===== src/hdl/tpwm_pkg.sv =====
`default_nettype none

package tpwm_pkg;

   // ==========================================
   // register map (byte addresses)
   localparam logic [4:0] OFF_CTRL = 5'h00;
   localparam logic [4:0] OFF_COUNT = 5'h04;
   localparam logic [4:0] OFF_RELOAD = 5'h08;
   localparam logic [4:0] OFF_IRQ = 5'h0c;

   // ==========================================
   // control register fields
   localparam int CTRL_PWM_BIT = 0;
   localparam int CTRL_TOG_BIT = 1;
   localparam int CTRL_ALOAD_BIT = 2;
   localparam int CTRL_CKS_BIT = 3;
   localparam int CTRL_RATE_LSB = 4;
   localparam int CTRL_RATE_MSB = 6;
   localparam int CTRL_ENB_BIT = 7;

   // irq register fields
   localparam int IRQ_FLAG_BIT = 0;
   localparam int IRQ_EN_BIT = 1;

   // ==========================================
   // reset values
   localparam logic [7:0] RST_CTRL = 8'h00;
   localparam logic [7:0] RST_COUNT = 8'h00;
   localparam logic [7:0] RST_RELOAD = 8'h00;

   // ==========================================
   // overflow masks per resolution
   localparam logic [7:0] RES_MASK_256 = 8'hff;
   localparam logic [7:0] RES_MASK_64 = 8'h3f;
   localparam logic [7:0] RES_MASK_32 = 8'h1f;
   localparam logic [7:0] RES_MASK_16 = 8'h0f;

   // prescaler full divide (fcpu/256)
   localparam logic [7:0] PRESCALE_FULL = 8'hff;

   // ==========================================
   // axi responses
   localparam logic [1:0] RESP_OKAY = 2'b00;
   localparam logic [1:0] RESP_SLVERR = 2'b10;

endpackage : tpwm_pkg

`default_nettype wire


===== src/hdl/tpwm_timer.sv =====
// Functional notes
// pin carries pwm when enabled plus pwm bit
// each period is high then low
// rate sets period, bits resolution, reload duty
// pwm counter starts at zero on enable
// count equal to duty ends high pulse
// wrap ends period, output returns high
// new duty applies from next period
// resolution pair 00/01/10/11 gives 256/64/32/16
// overflow sets flag; enable raises request
// pwm bit takes pin; clear returns gpio; code takes the pin for pwm only while the timer is also enabled, the toggle output takes it without
// software rescales duty on resolution change
// software follows interval timer setup order
// clock source bit selects event pin
// software follows toggle output setup order
// software follows pwm setup order
// rate field divides clock 256 down to 2
// event mode counts falling edges of pin
// reload write buffered until next overflow
// toggle output inverts pin every overflow
// reduced resolution wraps at 64/32/16 counts
// internal mode counts prescaled ticks
//
// Implementation choices: the AXI4-Lite register port and the register offsets.
`default_nettype none

module tpwm_timer (
   // clock and reset
   input wire logic clk,
   input wire logic rstn,
   // axi4-lite write address
   input wire logic [4:0] s_axi_awaddr,
   input wire logic s_axi_awvalid,
   output logic s_axi_awready,
   // axi4-lite write data
   input wire logic [31:0] s_axi_wdata,
   input wire logic [3:0] s_axi_wstrb,
   input wire logic s_axi_wvalid,
   output logic s_axi_wready,
   // axi4-lite write response
   output logic [1:0] s_axi_bresp,
   output logic s_axi_bvalid,
   input wire logic s_axi_bready,
   // axi4-lite read address
   input wire logic [4:0] s_axi_araddr,
   input wire logic s_axi_arvalid,
   output logic s_axi_arready,
   // axi4-lite read data
   output logic [31:0] s_axi_rdata,
   output logic [1:0] s_axi_rresp,
   output logic s_axi_rvalid,
   input wire logic s_axi_rready,
   // gpio side of the shared pin
   input wire logic gpio_out,
   input wire logic gpio_oe,
   // pins
   input wire logic event_input_pin,
   output logic pwm_output_pin_o,
   output logic pwm_output_pin_oe,
   // interrupt request
   output logic timer_irq
);

   // ==========================================
   // reset release
   logic rst_meta_r;
   logic rst_n;

   always_ff @(posedge clk or negedge rstn) begin
      if (!rstn) begin
         rst_meta_r <= 1'b0;
         rst_n <= 1'b0;
      end else begin
         rst_meta_r <= 1'b1;
         rst_n <= rst_meta_r;
      end
   end

   // ==========================================
   // state
   logic [7:0] timer_ctrl_reg;
   logic [7:0] timer_count_reg;
   logic [7:0] timer_reload_reg;
   logic [7:0] reload_act_r;
   logic timer_irq_flag;
   logic timer_irq_enable;
   logic evt_prev_r;
   logic run_pwm_prev_r;
   logic tog_r;

   logic pwm_output_enable;
   logic toggle_output_enable;
   logic auto_reload_enable;
   logic clock_source_sel;
   logic timer_enable_bit;
   logic [2:0] prescale_rate_sel;

   assign pwm_output_enable = timer_ctrl_reg[tpwm_pkg::CTRL_PWM_BIT];
   assign toggle_output_enable = timer_ctrl_reg[tpwm_pkg::CTRL_TOG_BIT];
   assign auto_reload_enable = timer_ctrl_reg[tpwm_pkg::CTRL_ALOAD_BIT];
   assign clock_source_sel = timer_ctrl_reg[tpwm_pkg::CTRL_CKS_BIT];
   assign timer_enable_bit = timer_ctrl_reg[tpwm_pkg::CTRL_ENB_BIT];
   assign prescale_rate_sel = timer_ctrl_reg[tpwm_pkg::CTRL_RATE_MSB:tpwm_pkg::CTRL_RATE_LSB];

   // ==========================================
   // axi write channel
   logic aw_full_r;
   logic w_full_r;
   logic [4:0] waddr_r;
   logic [7:0] wbyte_r;
   logic wlane_r;
   logic wr_fire;
   logic wr_ctrl;
   logic wr_count;
   logic wr_reload;
   logic wr_irq;

   assign wr_fire = aw_full_r && w_full_r && !s_axi_bvalid;
   assign wr_ctrl = wr_fire && wlane_r && waddr_r == tpwm_pkg::OFF_CTRL;
   assign wr_count = wr_fire && wlane_r && waddr_r == tpwm_pkg::OFF_COUNT;
   assign wr_reload = wr_fire && wlane_r && waddr_r == tpwm_pkg::OFF_RELOAD;
   assign wr_irq = wr_fire && wlane_r && waddr_r == tpwm_pkg::OFF_IRQ;

   // address and data taken in either order, answer after both
   always_ff @(posedge clk or negedge rst_n) begin
      if (!rst_n) begin
         aw_full_r <= 1'b0;
         w_full_r <= 1'b0;
         waddr_r <= 5'h00;
         wbyte_r <= 8'h00;
         wlane_r <= 1'b0;
         s_axi_awready <= 1'b1;
         s_axi_wready <= 1'b1;
         s_axi_bvalid <= 1'b0;
         s_axi_bresp <= tpwm_pkg::RESP_OKAY;
      end else begin
         if (s_axi_awvalid && s_axi_awready) begin
            aw_full_r <= 1'b1;
            waddr_r <= {s_axi_awaddr[4:2], 2'b00};
            s_axi_awready <= 1'b0;
         end
         if (s_axi_wvalid && s_axi_wready) begin
            w_full_r <= 1'b1;
            wbyte_r <= s_axi_wdata[7:0];
            wlane_r <= s_axi_wstrb[0];
            s_axi_wready <= 1'b0;
         end
         if (wr_fire) begin
            aw_full_r <= 1'b0;
            w_full_r <= 1'b0;
            s_axi_bvalid <= 1'b1;
            s_axi_bresp <= waddr_r[4] ? tpwm_pkg::RESP_SLVERR : tpwm_pkg::RESP_OKAY;
         end
         if (s_axi_bvalid && s_axi_bready) begin
            s_axi_bvalid <= 1'b0;
            s_axi_awready <= 1'b1;
            s_axi_wready <= 1'b1;
         end
      end
   end

   // ==========================================
   // axi read channel
   logic [4:0] raddr;

   assign raddr = {s_axi_araddr[4:2], 2'b00};

   always_ff @(posedge clk or negedge rst_n) begin
      if (!rst_n) begin
         s_axi_arready <= 1'b1;
         s_axi_rvalid <= 1'b0;
         s_axi_rdata <= 32'h0000_0000;
         s_axi_rresp <= tpwm_pkg::RESP_OKAY;
      end else if (s_axi_arvalid && s_axi_arready) begin
         s_axi_arready <= 1'b0;
         s_axi_rvalid <= 1'b1;
         s_axi_rresp <= tpwm_pkg::RESP_OKAY;
         unique case (raddr)
            tpwm_pkg::OFF_CTRL: s_axi_rdata <= {24'h00_0000, timer_ctrl_reg};
            tpwm_pkg::OFF_COUNT: s_axi_rdata <= {24'h00_0000, timer_count_reg};
            // reload is write-only, reads zero
            tpwm_pkg::OFF_RELOAD: s_axi_rdata <= 32'h0000_0000;
            tpwm_pkg::OFF_IRQ: s_axi_rdata <= {30'h0000_0000, timer_irq_enable, timer_irq_flag};
            default: begin
               s_axi_rdata <= 32'h0000_0000;
               s_axi_rresp <= tpwm_pkg::RESP_SLVERR;
            end
         endcase
      end else if (s_axi_rvalid && s_axi_rready) begin
         s_axi_rvalid <= 1'b0;
         s_axi_arready <= 1'b1;
      end
   end

   // ==========================================
   // control register
   always_ff @(posedge clk or negedge rst_n) begin
      if (!rst_n) begin
         timer_ctrl_reg <= tpwm_pkg::RST_CTRL;
      end else if (wr_ctrl) begin
         timer_ctrl_reg <= wbyte_r;
      end
   end

   // ==========================================
   // clock source
   logic pre_tick;
   logic evt_fall;
   logic tick;

   tpwm_prescale u_prescale (
      .clk(clk),
      .rst_n(rst_n),
      .run(timer_enable_bit && !clock_source_sel),
      .rate(prescale_rate_sel),
      .tick(pre_tick)
   );

   // pin is taken as synchronous, so no synchroniser here
   always_ff @(posedge clk or negedge rst_n) begin
      if (!rst_n) begin
         evt_prev_r <= 1'b1;
      end else begin
         evt_prev_r <= event_input_pin;
      end
   end

   assign evt_fall = evt_prev_r && !event_input_pin;
   assign tick = timer_enable_bit && (clock_source_sel ? evt_fall : pre_tick);

   // ==========================================
   // resolution and overflow
   logic [7:0] res_mask;
   logic ovf;
   logic run_pwm;
   logic pwm_start;

   always_comb begin
      res_mask = tpwm_pkg::RES_MASK_256;
      // event mode always runs the full 8 bits
      if (pwm_output_enable && !clock_source_sel) begin
         unique case ({auto_reload_enable, toggle_output_enable})
            2'b00: res_mask = tpwm_pkg::RES_MASK_256;
            2'b01: res_mask = tpwm_pkg::RES_MASK_64;
            2'b10: res_mask = tpwm_pkg::RES_MASK_32;
            2'b11: res_mask = tpwm_pkg::RES_MASK_16;
         endcase
      end
   end

   assign ovf = tick && ((timer_count_reg & res_mask) == res_mask);
   assign run_pwm = timer_enable_bit && pwm_output_enable;
   assign pwm_start = run_pwm && !run_pwm_prev_r;

   always_ff @(posedge clk or negedge rst_n) begin
      if (!rst_n) begin
         run_pwm_prev_r <= 1'b0;
      end else begin
         run_pwm_prev_r <= run_pwm;
      end
   end

   // ==========================================
   // counter; a software write wins over counting
   always_ff @(posedge clk or negedge rst_n) begin
      if (!rst_n) begin
         timer_count_reg <= tpwm_pkg::RST_COUNT;
      end else if (wr_count) begin
         timer_count_reg <= wbyte_r;
      end else if (pwm_start) begin
         timer_count_reg <= 8'h00;
      end else if (ovf) begin
         if (pwm_output_enable) begin
            timer_count_reg <= 8'h00;
         end else if (auto_reload_enable) begin
            timer_count_reg <= timer_reload_reg;
         end else begin
            timer_count_reg <= 8'h00;
         end
      end else if (tick) begin
         timer_count_reg <= (timer_count_reg + 8'h01) & res_mask;
      end
   end

   // ==========================================
   // reload double buffer
   always_ff @(posedge clk or negedge rst_n) begin
      if (!rst_n) begin
         timer_reload_reg <= tpwm_pkg::RST_RELOAD;
      end else if (wr_reload) begin
         timer_reload_reg <= wbyte_r;
      end
   end

   // while stopped the buffer passes straight through, so setup is seen at once
   always_ff @(posedge clk or negedge rst_n) begin
      if (!rst_n) begin
         reload_act_r <= tpwm_pkg::RST_RELOAD;
      end else if (!timer_enable_bit || ovf) begin
         reload_act_r <= timer_reload_reg;
      end
   end

   // ==========================================
   // interrupt flag: overflow wins over a clear
   always_ff @(posedge clk or negedge rst_n) begin
      if (!rst_n) begin
         timer_irq_flag <= 1'b0;
         timer_irq_enable <= 1'b0;
         timer_irq <= 1'b0;
      end else begin
         if (ovf) begin
            timer_irq_flag <= 1'b1;
         end else if (wr_irq && !wbyte_r[tpwm_pkg::IRQ_FLAG_BIT]) begin
            timer_irq_flag <= 1'b0;
         end
         if (wr_irq) begin
            timer_irq_enable <= wbyte_r[tpwm_pkg::IRQ_EN_BIT];
         end
         timer_irq <= timer_irq_flag && timer_irq_enable;
      end
   end

   // ==========================================
   // toggle output
   always_ff @(posedge clk or negedge rst_n) begin
      if (!rst_n) begin
         tog_r <= 1'b0;
      end else if (ovf && toggle_output_enable && !pwm_output_enable) begin
         tog_r <= !tog_r;
      end
   end

   // ==========================================
   // pin mux; duty 0 keeps the pin low all period
   logic pwm_hi;

   assign pwm_hi = (timer_count_reg & res_mask) < (reload_act_r & res_mask);

   always_ff @(posedge clk or negedge rst_n) begin
      if (!rst_n) begin
         pwm_output_pin_o <= 1'b0;
         pwm_output_pin_oe <= 1'b0;
      end else if (run_pwm) begin
         pwm_output_pin_o <= pwm_hi;
         pwm_output_pin_oe <= 1'b1;
      end else if (toggle_output_enable && !pwm_output_enable) begin
         pwm_output_pin_o <= tog_r;
         pwm_output_pin_oe <= 1'b1;
      end else begin
         pwm_output_pin_o <= gpio_out;
         pwm_output_pin_oe <= gpio_oe;
      end
   end
endmodule : tpwm_timer

`default_nettype wire


===== src/hdl/tpwm_prescale.sv =====
`default_nettype none

module tpwm_prescale (
   // clock and reset
   input wire logic clk,
   input wire logic rst_n,
   // control
   input wire logic run,
   input wire logic [2:0] rate,
   // tick out
   output logic tick
);

   logic [7:0] div_r;
   logic [7:0] mask;

   // rate 0 divides by 256, each step halves the divisor
   assign mask = tpwm_pkg::PRESCALE_FULL >> rate;

   always_ff @(posedge clk or negedge rst_n) begin
      if (!rst_n) begin
         div_r <= 8'h00;
      end else if (!run) begin
         div_r <= 8'h00;
      end else begin
         div_r <= div_r + 8'h01;
      end
   end

   always_ff @(posedge clk or negedge rst_n) begin
      if (!rst_n) begin
         tick <= 1'b0;
      end else begin
         tick <= run && ((div_r & mask) == mask);
      end
   end
endmodule : tpwm_prescale

`default_nettype wire


===== config.mk =====
export PLATFORM = sky130hd
export DESIGN_NAME = tpwm_timer
export DESIGN_NICKNAME = d
export VERILOG_FILES = /design/src/hdl/tpwm_pkg.sv /design/src/hdl/tpwm_timer.sv /design/src/hdl/tpwm_prescale.sv
export SDC_FILE = /design/constraint.sdc
export NUM_CORES = 1
export LEC_CHECK = 0
export BUFFER_PORTS_ARGS = -buffer_cell sky130_fd_sc_hd__clkbuf_2
export CORE_ASPECT_RATIO = 0.7
export CORE_UTILIZATION = 57
export CTS_BUF_LIST = sky130_fd_sc_hd__clkbuf_16
export DETAILED_ROUTE_END_ITERATION = 10
export GPL_ROUTABILITY_DRIVEN = 1
export HOLD_SLACK_MARGIN = 0.05
export MAX_ROUTING_LAYER = met4
export PLACE_DENSITY = 0.82
export SYNTH_ARGS = -nofsm -noshare
export SYNTH_HDL_FRONTEND = slang
export SYNTH_SLANG_ARGS = --single-unit

===== constraint.sdc =====
create_clock -name clk -period 3.9 [get_ports clk]
set_input_delay 0.78 -clock clk [delete_from_list [all_inputs] [get_ports clk]]
set_output_delay 0.78 -clock clk [all_outputs]
set_load 0.005 [all_outputs]

==> results.tsv <==
stage	metric	value	unit
logic_synthesis	synth-async-reset-ratio	100	%
logic_synthesis	yosys_most_used_dff	dfrtp_1	
logic_synthesis	synth_top_family_by_area	simple AND/OR/NAND/NOR gates	
logic_synthesis	syn-cell-area	4010	um^2
timing	rsz0062_at_grt	false	
logic_synthesis	ys_seq_area_share	50.1	%
floorplan	io_pins	100	
logic_synthesis	synth_top_area_share	47.4	%
pwr	total_power	2.78	mW
clock_network	cts_setup_buffers	0	
worst_setup_path	crit_path_top_delay_cell	or4_1	
clock_network	cts_tree	done	
finish	drive_above_1_share	25.8	%
worst_setup_path	crit_end	reload_act_r[3]$_DFFE_PN0P_	
finish	syn2layout_area_growth	12.9	%
worst_setup_path	reg2reg_from	timer_count_reg[1]$_DFFE_PN0P_	
clock_network	ctsHtreeMaxLevel	3	
grt	grt_pass1_vias	2661	
worst_hold_path	hold_class	in2async	
worst_setup_path	critPathLaunchType	register	
logic_synthesis	synth_cell_type_count	55	
worst_setup_path	r2r-end	reload_act_r[3]$_DFFE_PN0P_	
flow_run	maxCapViolCount	0	
floorplan	fp.dieArea	7380	um^2
clock_network	path_clk_slew	0.06	ns
timing	tightest_slew	0.978	ns
worst_setup_path	critical_path.top_delay_family	simple AND/OR/NAND/NOR gates	
worst_setup_path	arrival	2.72	ns
place	port_buffers	42	
place	dp_hpwl	5950	um
worst_setup_path	critical_path_class	reg2reg	
clock_network	cts_max_path_buffers	2	
logic_synthesis	synthXorXnorAreaFrac	2.18	%
worst_setup_path	reg2regPathDepth	6	
logic_synthesis	yosysMostFrequentCell	dfrtp_1	
routing	wirelength	8470	um
clock_network	cts_buffers	9	
floorplan	fp.dieW	102	um
routing	route.detailed.drc	0	
worst_setup_path	end_kind	register	
logic_synthesis	synth_warnings	0	
worst_setup_path	cp_max_fo	8	
pwr	ir_drop	0.000347	V
clock_network	clock_sinks	80	
logic_synthesis	netlist_instances	364	
logic_synthesis	synth_commonest_cells	dfrtp_1, mux2_2, nand2_1	
timing	drv_slew	0	
grt	grt_usage	25.8	%
timing	fin_crit	2.51	ns
finish	fillers	520	
logic_synthesis	yosys.area_share.simple	13.3	%
finish	antenna_cells	0	
outcome	status	finished clean	
timing	max_freq	0.398	GHz
grt	grt_start_max_net_pins	79	
logic_synthesis	synth_compound_area_share	11.2	%
pwr	power_density	614	nW/um^2
logic_synthesis	synthAdderAreaFrac	2.81	%
worst_setup_path	crit_required	4.11	ns
clock_network	cts_resized	0	
logic_synthesis	yosys-top-cells-area	dfrtp_1, mux2_2, buf_4	
routing	drt.antenna.violating_nets	0	
timing	slew_headroom	34.8	%
grt	gr-total-overflow	0	
worst_setup_path	r2r_slack	1.39	ns
worst_setup_path	crit_cells	6	
routing	first_pass_iters	5	
routing	first_iter_violations	208	
worst_setup_path	worstSetupStartpoint	timer_count_reg[1]$_DFFE_PN0P_	
floorplan	dieHeight	72.2	um
clock_network	cts-root-buf	clkbuf_16	
logic_synthesis	avgSynthCellArea	11.0	um^2
clock_network	clock_latency	0.33	ns
timing	totalNegativeSetupSlack	0	ns
timing	hold_viol_final	0	
finish	finalNetCount	474	
grt	grt_pass1_wl	13700	um
floorplan	start_util	59.1	%
worst_setup_path	cp.buffers_inverters	0	
logic_synthesis	synth_mux_area_share	13.2	%
logic_synthesis	synth_edf_count	0	
floorplan	rows	25	
routing	wl_per_cell	16.7	um
finish	fin_util	66.7	%
grt	antenna_found_initial	0	
routing	viasPerCell	5.76	
logic_synthesis	synth-seq-cells	80	
pwr	cellLeakagePower	2.15	nW
worst_setup_path	slowest_delay	0.64	ns
floorplan	coreArea	6790	um^2
place	gp_congestion	0.937	
worst_setup_path	critical_path.cell_chain	ha_1 -> and3_1 -> a21bo_2 -> or4_1 -> nand2_4 -> mux2_2	
timing	hold_slack	0.228	ns
timing	fin_crit_sh	64.4	%
routing	vias	2926	
clock_network	postCtsHoldBufs	0	
timing	clock_skew	0.00907	ns
timing	setup_viol	0	
logic_synthesis	synth_top_cell_by_area	dfrtp_1	
-- cells in the final DEF, fill, tap and decap left out, types with 8 or more instances in the layout --
| cell | instances |
|---|---|
| a21oi_1 | 9 |
| clkbuf_16 | 9 |
| clkbuf_2 | 42 |
| conb_1 | 27 |
| dfrtp_1 | 75 |
| ha_1 | 9 |
| inv_1 | 12 |
| mux2_2 | 39 |
| mux2i_1 | 9 |
| nand2_1 | 38 |
| nand3_1 | 8 |
| nor2_1 | 15 |
| o21ai_0 | 21 |
-- power by group --
group          total, mW  leakage, nW  internal, mW  switching [mW]
Sequential          1.32         1.04          1.04           0.275
Combinational      0.569        0.960         0.312           0.257
Clock              0.892        0.149         0.560           0.332
Total               2.78         2.15          1.92           0.864
-- area by class of cell --
cell class | instances | area (um^2) | share of cell area [%]
Timing Repair Buffer | 43 | 218 | 4.81
Clock buffer | 9 | 225 | 4.98
Multi-Input combinational cell | 263 | 1810 | 40.1
Clock inverter | 7 | 96.3 | 2.13
Inverter | 12 | 45.0 | 0.995
Tap cell | 94 | 118 | 2.60
Sequential cell | 80 | 2010 | 44.4
-- worst min path at each step --
stage                               startpoint                    to
final                                     rstn  rst_meta_r$_DFF_PN0_
after global routing                      rstn       rst_n$_DFF_PN0_
after CTS                                 rstn  rst_meta_r$_DFF_PN0_
after detailed placement  rst_meta_r$_DFF_PN0_       rst_n$_DFF_PN0_
after global placement    rst_meta_r$_DFF_PN0_       rst_n$_DFF_PN0_
after floorplan           rst_meta_r$_DFF_PN0_       rst_n$_DFF_PN0_
-- cells by family after synthesis --
kind of cell | count (synthesis)
DFF | 80
and+or+nand+nor | 101
buffers and inverters | 46
xor gates and xnor gates | 10
AOI/OAI and AO/OA | 68
other | 2
muxes | 48
adders and majority gates | 9
-- metal layers --
metal  track usage, %  vias up  wire length (um)
met5                -        -                 0
met4             6.19        0                99
met3             7.51       14               690
met2             35.6      150              3600
met1             37.4     1426              4080
li1                 -     1336                 -
-- per-stage QoR --
step	area, um^2	setup slack [ns]	cells
2_1_floorplan	4100	1.51	389
3_3_place_gp	4210	1.23	492
3_5_place_dp	4210	1.20	492
4_1_cts	4530	1.42	508
5_1_grt	4530	1.24	508
6_report	4530	1.39	508
Note: power is estimated with default switching activity, not from simulation.
